===== src/hw/esse_pkg.sv =====
// Package with opcodes, flag and result carriers and constants of the execution unit
package esse_pkg;

  // Data path widths and fixed values
  localparam int unsigned DATA_W   = 8;
  localparam int unsigned BITSEL_W = 3;
  localparam logic [7:0]  ZERO_BYTE = 8'h00;
  localparam logic [7:0]  ONE_BYTE  = 8'h01;

  // Nibble field positions
  localparam int unsigned NIB_LO_MSB = 3;
  localparam int unsigned NIB_LO_LSB = 0;
  localparam int unsigned NIB_HI_MSB = 7;
  localparam int unsigned NIB_HI_LSB = 4;
  localparam int unsigned SIGN_BIT   = 7;

  // Cycles a taken skip occupies, counted from the issue cycle
  localparam int unsigned SKIP_CYCLES = 3;

  // Instructions handled here
  typedef enum logic [3:0] {
    OP_INC_SKIP_ZERO_TO_A_REG,
    OP_SKIP_BIT_NONZERO,
    OP_SKIP_BYTE_NONZERO,
    OP_SUBTRACT_INTO_A_REG,
    OP_SUBTRACT_INTO_MEMORY,
    OP_NIBBLE_EXCHANGE_IN_PLACE,
    OP_NIBBLE_EXCHANGE_TO_A_REG,
    OP_SKIP_BYTE_ZERO,
    OP_LOAD_SKIP_ZERO,
    OP_SKIP_BIT_ZERO
  } esse_op_e;

  // Arithmetic status flags
  typedef struct packed {
    logic overflow;
    logic zero;
    logic auxCarry;
    logic carry;
    logic signed_carry_flag;
    logic chained_zero_flag;
  } esse_flags_s;

  // Issued instruction with its operands
  typedef struct packed {
    esse_op_e                op;
    logic [DATA_W-1:0]       memData;
    logic [DATA_W-1:0]       acc;
    logic [BITSEL_W-1:0]     bitSel;
    esse_flags_s             flags;
  } esse_issue_s;

  // Registered write-back of one instruction
  typedef struct packed {
    logic                    valid;
    logic                    accWe;
    logic [DATA_W-1:0]       accData;
    logic                    memWe;
    logic [DATA_W-1:0]       memData;
    logic                    flagsWe;
    esse_flags_s             flags;
    logic                    skip;
  } esse_result_s;

  // Reset value of the write-back
  localparam esse_result_s RESULT_IDLE = '0;

endpackage


===== src/hw/esse_exec.sv =====
// Execution unit for skip, subtract and nibble-exchange instructions
`timescale 1ns/1ps

// Function
// - Increment-skip-to-accumulator puts the addressed byte plus one into the accumulator and leaves memory alone.
// - Increment-skip-to-accumulator skips the next instruction when that sum is zero.
// - A taken skip inserts a dummy cycle before the refetch cycle, so the instruction lasts three cycles.
// - Skip-bit-nonzero skips when the selected bit of the byte is one.
// - Skip-byte-nonzero writes the byte back unchanged and skips when it is not zero.
// - An unmet skip condition lets the following instruction run with no skip.
// - Subtract-into-accumulator stores accumulator minus byte in the accumulator.
// - Subtract-into-memory stores accumulator minus byte in memory and keeps the accumulator.
// - Both subtracts clear carry on a negative difference and set it on zero or positive.
// - Both subtracts update overflow, zero, auxiliary carry, carry, signed carry and chained zero.
// - Nibble exchange in place swaps the byte halves and writes the result back to memory.
// - Nibble exchange to accumulator puts the swapped byte in the accumulator and leaves memory alone.
// - Skip-byte-zero writes the byte back unchanged and skips when it is zero.
// - Load-skip-zero copies the byte to the accumulator and skips when it is zero.
// - Skip-bit-zero skips when the selected bit of the byte is cleared.
module esse_exec (
  // Clock and reset
  input  wire logic                  clk,
  input  wire logic                  reset,
  // Instruction issue
  input  wire logic                  issueValid,
  input  wire esse_pkg::esse_issue_s issue,
  output logic                       issueReady,
  // Write-back and pipeline control
  output esse_pkg::esse_result_s     result,
  output logic                       dummyCycle
);

  typedef enum logic [1:0] {
    ST_RUN,
    ST_DUMMY,
    ST_REFETCH
  } esse_state_e;

  esse_state_e            state;
  esse_state_e            next_state;
  esse_pkg::esse_result_s next_result;
  logic                   taken;
  logic [7:0]             incSum;
  logic [7:0]             swapped;
  logic [7:0]             diff;
  logic                   selBit;
  esse_pkg::esse_flags_s  subFlags;

  // Handshake: new instruction only while not inside a skip
  assign issueReady = (state == ST_RUN);
  assign dummyCycle = (state == ST_DUMMY);
  assign taken      = issueValid && issueReady;

  // Operand shaping shared by several instructions
  assign incSum  = issue.memData + esse_pkg::ONE_BYTE;
  assign swapped = {issue.memData[esse_pkg::NIB_LO_MSB:esse_pkg::NIB_LO_LSB],
                    issue.memData[esse_pkg::NIB_HI_MSB:esse_pkg::NIB_HI_LSB]};
  assign diff    = issue.acc - issue.memData;
  assign selBit  = issue.memData[issue.bitSel];

  // Subtract flags
  always_comb begin
    subFlags                   = '0;
    subFlags.carry             = (issue.acc >= issue.memData);
    subFlags.auxCarry          = (issue.acc[esse_pkg::NIB_LO_MSB:esse_pkg::NIB_LO_LSB] >=
                                  issue.memData[esse_pkg::NIB_LO_MSB:esse_pkg::NIB_LO_LSB]);
    subFlags.zero              = (diff == esse_pkg::ZERO_BYTE);
    subFlags.overflow          = (issue.acc[esse_pkg::SIGN_BIT] != issue.memData[esse_pkg::SIGN_BIT]) &&
                                 (diff[esse_pkg::SIGN_BIT] != issue.acc[esse_pkg::SIGN_BIT]);
    subFlags.signed_carry_flag = diff[esse_pkg::SIGN_BIT] ^ subFlags.overflow;
    subFlags.chained_zero_flag = subFlags.zero;
  end

  // Decode and write-back selection
  always_comb begin
    next_result       = esse_pkg::RESULT_IDLE;
    next_result.flags = issue.flags;
    if (taken) begin
      next_result.valid = 1'b1;
      case (issue.op)
        esse_pkg::OP_INC_SKIP_ZERO_TO_A_REG: begin
          next_result.accWe   = 1'b1;
          next_result.accData = incSum;
          next_result.skip    = (incSum == esse_pkg::ZERO_BYTE);
        end
        esse_pkg::OP_SKIP_BIT_NONZERO: begin
          next_result.skip = selBit;
        end
        esse_pkg::OP_SKIP_BYTE_NONZERO: begin
          next_result.memWe   = 1'b1;
          next_result.memData = issue.memData;
          next_result.skip    = (issue.memData != esse_pkg::ZERO_BYTE);
        end
        esse_pkg::OP_SUBTRACT_INTO_A_REG: begin
          next_result.accWe   = 1'b1;
          next_result.accData = diff;
          next_result.flagsWe = 1'b1;
          next_result.flags   = subFlags;
        end
        esse_pkg::OP_SUBTRACT_INTO_MEMORY: begin
          next_result.memWe   = 1'b1;
          next_result.memData = diff;
          next_result.flagsWe = 1'b1;
          next_result.flags   = subFlags;
        end
        esse_pkg::OP_NIBBLE_EXCHANGE_IN_PLACE: begin
          next_result.memWe   = 1'b1;
          next_result.memData = swapped;
        end
        esse_pkg::OP_NIBBLE_EXCHANGE_TO_A_REG: begin
          next_result.accWe   = 1'b1;
          next_result.accData = swapped;
        end
        esse_pkg::OP_SKIP_BYTE_ZERO: begin
          next_result.memWe   = 1'b1;
          next_result.memData = issue.memData;
          next_result.skip    = (issue.memData == esse_pkg::ZERO_BYTE);
        end
        esse_pkg::OP_LOAD_SKIP_ZERO: begin
          next_result.accWe   = 1'b1;
          next_result.accData = issue.memData;
          next_result.skip    = (issue.memData == esse_pkg::ZERO_BYTE);
        end
        esse_pkg::OP_SKIP_BIT_ZERO: begin
          next_result.skip = !selBit;
        end
        default: begin
          next_result.valid = 1'b0;
        end
      endcase
    end
  end

  // Skip sequencing: dummy cycle, then refetch, then run
  always_comb begin
    next_state = state;
    case (state)
      ST_RUN: begin
        if (next_result.skip) begin
          next_state = ST_DUMMY;
        end else begin
          next_state = ST_RUN;
        end
      end
      ST_DUMMY: begin
        next_state = ST_REFETCH;
      end
      ST_REFETCH: begin
        next_state = ST_RUN;
      end
      default: begin
        next_state = ST_RUN;
      end
    endcase
  end

  // State and write-back registers
  always_ff @(posedge clk) begin
    if (reset) begin
      state  <= ST_RUN;
      result <= esse_pkg::RESULT_IDLE;
    end else begin
      state  <= next_state;
      result <= next_result;
    end
  end
endmodule


===== config.mk =====
export PLATFORM = sky130hd
export DESIGN_NAME = esse_exec
export DESIGN_NICKNAME = d
export VERILOG_FILES = /design/src/hw/esse_pkg.sv /design/src/hw/esse_exec.sv
export SDC_FILE = /design/constraint.sdc
export NUM_CORES = 1
export LEC_CHECK = 0
export BUFFER_PORTS_ARGS = -buffer_cell sky130_fd_sc_hd__buf_2
export CAP_MARGIN = 20
export CORE_MARGIN = 4
export CORE_UTILIZATION = 35
export DETAILED_ROUTE_END_ITERATION = 10
export RECOVER_POWER = 100
export SLEW_MARGIN = 20
export SYNTH_ARGS = -nofsm -noshare
export SYNTH_HDL_FRONTEND = slang
export SYNTH_SLANG_ARGS = --single-unit

===== constraint.sdc =====
create_clock -name clk -period 5.8 [get_ports clk]
set_clock_uncertainty 0.05 [all_clocks]
set_input_delay 1.16 -clock clk [delete_from_list [all_inputs] [get_ports clk]]
set_output_delay 1.16 -clock clk [all_outputs]
set_load 0.005 [all_outputs]

# Word-level counts from Yosys, hierarchy flattened
# Index checks and enable logic that the tools add are counted.
[totals] register_bits=29 inputBits=32 output_inout_bits=29 elab_cells=57
[classes] addsub=2 order_cmp=3 eq_ne=12 mux=10 n_bitwise=2 reduce_logical=14
[op_table] operator="$pmux W9 S4" n=1
[op_table] operator="$pmux W9 S3" n=1
[op_table] operator="$logic_not A8 Y1" n=3
[op_table] operator="$eq A4 B3 Y1 const B" n=4
[op_table] operator="$mux W7" n=2
[op_table] operator="$reduce_or A10 Y1" n=1
[op_table] operator="$add A8 B1 Y8 const B" n=1
[op_table] operator="$eq A4 B2 Y1 const B" n=2
[op_table] operator="$eq A4 B4 Y1 const B" n=2
[op_table] operator="$ge A8 B8 Y1" n=1
[op_table] operator="$reduce_bool A8 Y1" n=1
[op_table] operator="$reduce_or A2 Y1" n=4
[op_table] operator="$sub A8 B8 Y8" n=1
[op_table] operator="$pmux W1 S5" n=1
[op_table] operator="$eq A4 B1 Y1 const B" n=1
[op_table] operator="$ge A4 B4 Y1" n=1
[op_table] operator="$logic_not A4 Y1" n=1
[op_table] operator="$lt A3 B4 Y1 const B" n=1
[op_table] operator="$pmux W2 S2" n=1
[op_table] operator="$bmux W1 S3" n=1
[op_table] operator="$mux W1" n=3
[op_table] operator="$eq A2 B1 Y1 const B" n=1
[op_table] operator="$logic_and A1 B1 Y1" n=2
[op_table] operator="$logic_not A2 Y1" n=1
[op_table] operator="4 further kinds" n=5

# Depth between registers and ports, before layout
# Gate-level depths: netlist of run 1.
[logic_depth] depth_word=8 depth_mapped=12 mapped_depth_nobuf=11

# Worst setup path before layout of run 1
# OpenSTA, ideal clock, no wires.
[synth_timing] kind="in2reg" from="input issue[18] (netlist bit)" to="register result[1] (netlist bit)" setup_ps=87 t_arrival_ps=3837 t_required_ps=5663 slack_ps=1826 stages=12 n_path_buf=1 path_cell_list="buf_2 -> inv_1 -> ha_1 -> nor2b_1 -> o31a_1 -> o31ai_2 -> a21oi_1 -> or2_2 -> fa_1 -> nor4_1 -> o2111ai_1 -> o31ai_1"
[synth_via] elab_chain_cells=4
[synth_lines] item="from (decl)" line="esse_exec.sv:26" text="input wire esse_pkg::esse_issue_s issue,"
[synth_lines] item="$sub A8 B8 Y8" line="esse_exec.sv:58" text="assign diff = issue.acc - issue.memData;"
[synth_lines] item="$logic_not A8 Y1" line="esse_exec.sv:67" text="subFlags.zero = (diff == esse_pkg::ZERO_BYTE);"
[synth_lines] item="$mux W7" line="esse_exec.sv:80" text="case (issue.op)"
[synth_lines] item="$mux W7" line="esse_exec.sv:78" text="if (taken) begin"
[synth_lines] item="to (signal assigned)" line="esse_exec.sv:161" text="result <= esse_pkg::RESULT_IDLE;"
[synth_lines] item="to (signal assigned)" line="esse_exec.sv:164" text="result <= next_result;"
[synth_lines] item="to (decl)" line="esse_exec.sv:29" text="output esse_pkg::esse_result_s result,"
# Every way passes these cells.
# A chain may end at the register's enable or synchronous reset.

# Worst setup path after layout of run 1
[layout_timing] from="input issue[17] (netlist bit)" to="register result[1] (netlist bit)"
# Same word-level chain as after synthesis.

==> results of run 1 <==
[metal layers]
layer  GRT usage [%]  vias to the layer above  share of wire (%)
li1                -                     1076                  -
met1            25.5                     1000                 47
met2            26.7                      103                 43
met3            1.88                       11                8.1
met4            6.04                        0                1.3
met5               0                        -                  0
[cells by family (layout without fill, tap and decap cells)]
group,Yosys count,in the layout,share of synthesized area (%)
simple gates,96,96,24.5
compound gates,74,74,24.3
buf+inv,40,87,8.39
flops,29,29,25.8
fa+ha+maj,14,14,8.45
xor+xnor,11,11,4.28
mux,7,7,4.34
[final cells by class]
cell class                      instances  area, um2  area share (%)
Clock inverter                          2       10.0           0.390
Sequential cell                        29        581            22.6
Tap cell                               75       93.8            3.66
Multi-Input combinational cell        202       1460            57.0
Timing Repair Buffer                   60        274            10.7
Inverter                               19       71.3            2.78
Clock buffer                            6       72.6            2.83
[stage by stage]
stage	worst slack [ns]	instances	util (%)	power, mW
floorplan	1.83	271	-	0.315
global placement	1.58	385	41.5	0.354
detailed placement	1.43	385	41.5	0.354
CTS	1.71	393	42.8	0.509
global route	1.25	393	42.1	0.529
finish	1.49	393	42.1	0.501
[registers in the layout (all words and copies together), names as in the netlist]
name	cells
state	2
result	27
[layout by cell type (no fill, tap or decap), drive strengths merged, types with 3 or more instances in the layout]
| master | instances |
|---|---|
| nand2 | 12 |
| ha | 12 |
| a21o | 3 |
| mux2i | 3 |
| xnor2 | 10 |
| nor3 | 5 |
| nand3 | 9 |
| o21ai | 7 |
| nor2b | 10 |
| or3 | 3 |
| o31ai | 7 |
| a21oi | 13 |
| a22oi | 14 |
| dfxtp | 29 |
| nor2 | 25 |
| buf | 38 |
| nor3b | 5 |
| inv | 19 |
| clkbuf | 28 |
| nand2b | 4 |
| a31oi | 4 |
| or2 | 4 |
| nand3b | 5 |
| o21a | 5 |
| nor4 | 6 |
[power by group]
group	switching, mW	internal [mW]	leakage [nW]
clock network	0.0694	0.0827	0.0450
registers	0.000958	0.204	0.236
logic	0.0864	0.0576	0.787
total	0.157	0.344	1.07
[Yosys cell counts, types with 4 or more instances]
library cell	instances	area [um2]
a31oi_1	4	25.0
nand2b_1	4	25.0
o31ai_1	6	45.0
clkbuf_1	4	15.0
o21a_1	5	37.5
o21ai_0	6	30.0
nor2b_1	9	56.3
nor4_1	4	25.0
nand3_1	9	45.0
xnor2_1	10	87.6
a21oi_1	13	65.1
inv_1	19	71.3
nor2_1	25	93.8
ha_1	12	150
nand3b_1	5	37.5
nor3b_1	5	37.5
buf_2	10	50.1
a22oi_1	14	105
nand2_1	12	45.0
nor3_1	5	25.0
dfxtp_1	29	581
[worst reg2reg max path, stage by stage, from the launching register on]
cell and delay (ns):
dfxtp_1 0.31, nor2_1 0.22, nand3b_1 0.26, nor4_1 0.31, o2111ai_1 0.19, o31ai_1 0.31
[how the worst max path moves through the flow]
| stage | startpoint | end | slack (ns) | depth (start not counted) |
|---|---|---|---|---|
| 2_1_floorplan | issue[18] | result[1]$_SDFF_PP0_ | 1.83 | 12 |
| 3_3_place_gp | issue[18] | result[1]$_SDFF_PP0_ | 1.58 | 12 |
| 3_5_place_dp | issue[18] | result[1]$_SDFF_PP0_ | 1.43 | 12 |
| 4_1_cts | issue[18] | result[1]$_SDFF_PP0_ | 1.71 | 12 |
| 5_1_grt | issue[17] | result[1]$_SDFF_PP0_ | 1.25 | 11 |
| 6_report | issue[17] | result[1]$_SDFF_PP0_ | 1.49 | 11 |
==> metrics, run 1 <==
global-route wire length before repair=roughly 11 mm; Antenna Violating Nets Remaining=0; CTS tree=yes; Total Wirelength=6.61 mm; io pins=61; largest net degree at the start of global routing=24; DR vias/cell=~5.6; Ys Warns=0; hold wc startpoint=state[1]$_SDFF_PP0_; critical path data arrival time=4.44 ns; vias in the first global route=2108; first-iteration detailed-routing DRC count=about 220; leakage power=1.07 nW; syn_nets=317; worst reg2reg path endpoint=result[1]$_SDFF_PP0_; Final Wtd Congestion=0.965; Max Cap Viol=0; fraction of layout instances using a drive strength above 1=17.9%; Crit-path slowest cell=fa_1; CP top delay family=compound AO/OA/AOI/OAI gates; clk sinks=29; EDFF count, synth=0; initial core utilization=36.9%; average size of a mapped cell=roughly 8.3 um2; Critical Path End Type=flop; R2R Setup Slk=4.05 ns; RSZ-0062 raised after global routing=false; Most used DFF post-synth=dfxtp_1; CP dominant cell by count=o31ai_1; diode count=0; die height=88.2 um; routed len/inst=roughly 17 um; post-synthesis cell type count=61; Final nets=about 360; Core Area=around 6000 um2; Slew @ Worst Pin=0.964 ns; area of the mapped netlist=2250 um2; via count=~2200; fmax=0.232 GHz; fin area=roughly 2600 um2; critical path, cell by cell=clkbuf_1 -> ha_1 -> nor2b_1 -> o31a_1 -> o31ai_1 -> a21oi_1 -> or2_2 -> fa_1 -> nor4_1 -> o2111ai_1 -> o31ai_1; fin crit period=4.31 ns; clock slew at the register clock pins of the worst setup and hold paths=0.06 ns; CTS Hold Bufs=0; area delta synth->final=13.9%; worst-case clock buffer depth=2; Max Slew Vio Count=0; Synth async-reset ratio=0%; Power Dens Cells=195 nW/um2; die area=a little under 8000 um2; clk root buf=clkbuf_8; number of fill cells=669; relative slew slack=around a third; CP Launch Type=input port; cts repair resizes=0; Post-Synthesis Cells=271; worst r2r src=state[1]$_SDFF_PP0_; PortBufs=60; DRC=0; Remaining Overflow, GRT=0; initial antenna violation count=0; Worst Setup Path Type=input port to flop; outcome=complete, no violations; WHS=approximately 0.5 ns; dpl hpwl=about 5.1 mm; hold endpoint=state[1]$_SDFF_PP0_; Critical Path RT=between 5 and 6 ns; Die X=88.2 um; Total GRT Usage=17.5%; r2r worst-path depth=5; CP max FO=13; slowest stage delay, CP=approximately 0.51 ns; period utilization=74.3%; CP bufs+invs=1; H-Tree Depth=2; Site Rows=28; #FFs+latches synth=29; sequential area share after synthesis=25.8%; CTS Buf Count=5; final hold violations=0; post-CTS setup buffer count=0; final setup TNS=0 ns; Area after DPL=2530 um2; DRT Pass-1 Iters=6; hold crit path type=flop to flop; setup violators final=0; Hold Crit Depth=2; Worst-Skew Late Latency=0.28 ns; VDD IR max=0.000128 V
Note: power is estimated with default switching activity, not from simulation.
==> run 2: changes to the inputs <==
ABC_AREA = 1   (was unset)
clock period = 4.2 ns   (was 5.8 ns; I/O delays follow)
==> run 2 against run 1 <==
  * Clock power rose by 94%
  * Worst setup slack worse by 0.98 ns
  * Sequential share of layout area increased by 0.65 points
  * Cell count increased by 12%
  * Critical path type unchanged
==> metrics, run 2 <==
Worst-Skew Late Latency=0.27 ns (was 0.28 ns); Area after DPL=2400 um2 (was 2530 um2); initial antenna violation count=0 (unchanged); CTS tree=yes (unchanged); Largest regs=result x27, state x2 (unchanged); final hold violations=0 (unchanged); Critical Path End Type=flop (unchanged); Hold Crit Depth=2 (unchanged); hold wc startpoint=state[0]$_SDFF_PP0_ (was state[1]$_SDFF_PP0_); most frequent cell after synthesis=nand2_1 (was dfxtp_1); fmax=0.271 GHz; Max Slew Vio Count=0 (unchanged); average size of a mapped cell=6.66 um2 (was 8.31 um2); Site Rows=27 (was 28); area of the mapped netlist=2020 um2 (was 2250 um2); #FFs+latches synth=29 (unchanged); Antenna Violating Nets Remaining=0 (unchanged); worst slack at placement=0.428 ns (was 1.43 ns); GRT met1 Usage=23.2% (was 25.5%); Total Wirelength=5.93 mm (was 6.61 mm); Worst Setup Path Type=input port to flop (unchanged); Most used DFF post-synth=dfxtp_1 (unchanged); initial core utilization=36.5% (was 36.9%); Total GRT Usage=17.3% (was 17.5%); Remaining Overflow, GRT=0 (unchanged); worst r2r src=state[1]$_SDFF_PP0_ (unchanged); Max Cap Viol=0 (unchanged); largest net degree at the start of global routing=19 (was 24); cts repair resizes=0 (unchanged); Ys Warns=0 (unchanged); diode count=0 (unchanged); VDD IR max=0.000170 V (was 0.000128 V); sw frac=28.5% (was 31.3%); worst reg2reg path endpoint=result[25]$_SDFF_PP0_ (was result[1]$_SDFF_PP0_); top cell type by total area after synthesis=dfxtp_1 (unchanged); H-Tree Depth=2 (unchanged); Worst setup startpoint=issue[19] (was issue[17]); Post-Synthesis Cells=304 (was 271); RSZ-0062 raised after global routing=false (unchanged); Critical Path RT=4.36 ns (was 5.93 ns); sequential area share after synthesis=28.7% (was 25.8%); fin worst setup slack=0.514 ns (was 1.49 ns); PortBufs=60 (unchanged); leakage power=1.33 nW (was 1.07 nW); DRC=0 (unchanged); register area=581 um2 (unchanged); fraction of layout instances using a drive strength above 1=18.6% (was 17.9%); Critical Path Sink=result[5]$_SDFF_PP0_ (was result[1]$_SDFF_PP0_); Final Wtd Congestion=0.953 (was 0.965); die height=84.0 um (was 88.2 um); multi-input logic area=1230 um2 (was 1460 um2); fin area=2490 um2 (was 2560 um2); Reg with most FFs=result (unchanged); EDFF count, synth=0 (unchanged); Synth top area share=28.7% (was 25.8%); CP max FO=8 (was 13); final setup TNS=0 ns (unchanged); most frequent cells after synthesis=67 x nand2_1, 45 x inv_1, 34 x nor2_1, 29 x dfxtp_1, 28 x nand3_1 (was 29 x dfxtp_1, 25 x nor2_1, 19 x inv_1, 14 x a22oi_1, 13 x a21oi_1); CP Launch Type=input port (unchanged); hold crit path type=flop to flop (unchanged); fin crit period=3.69 ns; Synth async-reset ratio=0% (unchanged); clk root buf=clkbuf_8 (unchanged); dpl hpwl=4.89 mm (was 5.05 mm); setup violators final=0 (unchanged); busiest grt layer=met2 (unchanged); post-CTS setup buffer count=0 (unchanged); DRT Pass-1 Iters=5 (was 6); Comb pwr share=23.2% (was 28.7%); DR vias/cell=5.03 (was 5.57); Die X=84.0 um (was 88.2 um); Core Area=5540 um2 (was 6100 um2); Slew @ Worst Pin=0.568 ns (was 0.964 ns); CTS Buf Count=5 (unchanged); max reg flops=27 (unchanged); CTS Hold Bufs=0 (unchanged); number of fill cells=612 (was 669); non-filler instance count after layout=442 (was 393); global-route wire length before repair=9.83 mm (was 10.7 mm); period utilization=87.8%; Power Dens Cells=303 nW/um2 (was 195 nW/um2); die area=7060 um2 (was 7780 um2); routed len/inst=13.4 um (was 16.8 um); r2r worst-path depth=5 (unchanged); relative slew slack=62.0% (was 35.0%); R2R Setup Slk=2.41 ns (was 4.05 ns); vias in the first global route=2144 (was 2108); syn_nets=350 (was 317); outcome=complete, no violations (unchanged); sequential group share of total power=37.9% (was 40.9%); io pins=61 (unchanged); area delta synth->final=23.2% (was 13.9%); Final nets=415 (was 363); P_int=0.540 mW (was 0.344 mW); worst-case clock buffer depth=2 (unchanged); synth top area cells=dfxtp_1 29%, nand2_1 12%, inv_1 8.3% (was dfxtp_1 26%, ha_1 6.7%, a22oi_1 4.7%); via count=2223 (was 2190); GR Util met2=27.0% (was 26.7%); placed insts=434 (was 385); most common cell after layout, fill and taps aside=nand2_1 (was buf_2); critical path data arrival time=3.84 ns (was 4.44 ns); clock slew at the register clock pins of the worst setup and hold paths=0.06 ns (about the same); Clk pwr share=39.0% (was 30.4%); GR Util met3=2.96% (was 1.88%); WHS=0.423 ns (was 0.506 ns); Net Switching=0.216 mW (was 0.157 mW); post-synthesis cell type count=36 (was 61); clk sinks=29 (unchanged); most frequent cells in the layout=67 x nand2_1, 48 x buf_2, 47 x inv_1 (was 38 x buf_2, 29 x dfxtp_1, 25 x nor2_1); first-iteration detailed-routing DRC count=219 (was 216)
-- run 2: cell types whose count changed in the layout (fill, tap and decap cells not counted), moves of 6 or more --
cell | previous run | this run
nand2_1 | 12 | 67
inv_1 | 19 | 47
nand3_1 | 9 | 28
a21oi_1 | 13 | 24
a22oi_1 | 14 | 4
buf_2 | 38 | 48
clkbuf_1 | 22 | 12
nor2_1 | 25 | 35
nor2b_1 | 9 | 0
o22ai_1 | 1 | 10
xnor2_1 | 10 | 1
o31ai_1 | 7 | 1
-- run 2: how the worst min path moves through the flow --
stage	to	slack, ns
after floorplan	state[1]$_SDFF_PP0_	0.40
after global placement	state[1]$_SDFF_PP0_	0.42
after detailed placement	state[1]$_SDFF_PP0_	0.43
after CTS	state[1]$_SDFF_PP0_	0.44
after global routing	state[1]$_SDFF_PP0_	0.45
final	state[1]$_SDFF_PP0_	0.42
-- run 2: cell families (layout without fill, tap and decap cells) --
kind of cell / Yosys count / after routing / synth area share [%]
flip-flops: 29 / 29 / 28.7
AO/OA/AOI/OAI: 54 / 54 / 16.1
AND/OR/NAND/NOR: 153 / 153 / 34.6
adder cells (fa/ha/maj): 14 / 14 / 9.40
XOR/XNOR: 3 / 3 / 1.30
buffers and inverters: 51 / 117 / 9.89
-- run 2: per-layer routing --
| layer | share of wire (%) | vias to the layer above |
|---|---|---|
| met1 | 47 | 972 |
| met4 | 2.8 | 0 |
| met3 | 6.5 | 18 |
| li1 | - | 1131 |
| met5 | 0 | - |
| met2 | 44 | 102 |
-- run 2: final cells by class --
type                       instances  share of cell area (%)
timing repair buffer              60                    11.5
multi-input combinational        224                    49.5
inverter                          49                    7.38
sequential                        29                    23.3
tap                               72                    3.61
clock buffer                       7                    3.46
clock inverter                     1                    1.20
-- run 2: critical path: stages --
cell and delay, ns:
clkbuf_1 0.25, inv_1 0.17, ha_1 0.38, a21oi_1 0.25
or2_2 0.16, nand3_1 0.06, nand2_1 0.13, a21oi_1 0.08
or2_2 0.28, fa_1 0.48, inv_1 0.12, and3_1 0.15
nand2_1 0.06, nor2_2 0.11, nand3_1 0.07, nor2_1 0.08
nand2_1 0.07, a21oi_1 0.12
-- run 2: through the flow --
stage / util (%) / power, mW
floorplan: - / 0.404
global placement: 43.3 / 0.468
detailed placement: 43.3 / 0.467
CTS: 45.4 / 0.764
global route: 45.0 / 0.801
finish: 45.0 / 0.756
-- run 2: power groups by stage --
| stage | sequential [mW] | clock [mW] | combinational (mW) |
|---|---|---|---|
| after floorplan | 0.294 | 0 | 0.111 |
| after global placement | 0.292 | 0 | 0.175 |
| after detailed placement | 0.292 | 0 | 0.175 |
| after CTS | 0.286 | 0.302 | 0.176 |
| after global routing | 0.287 | 0.316 | 0.199 |
| final | 0.286 | 0.295 | 0.175 |
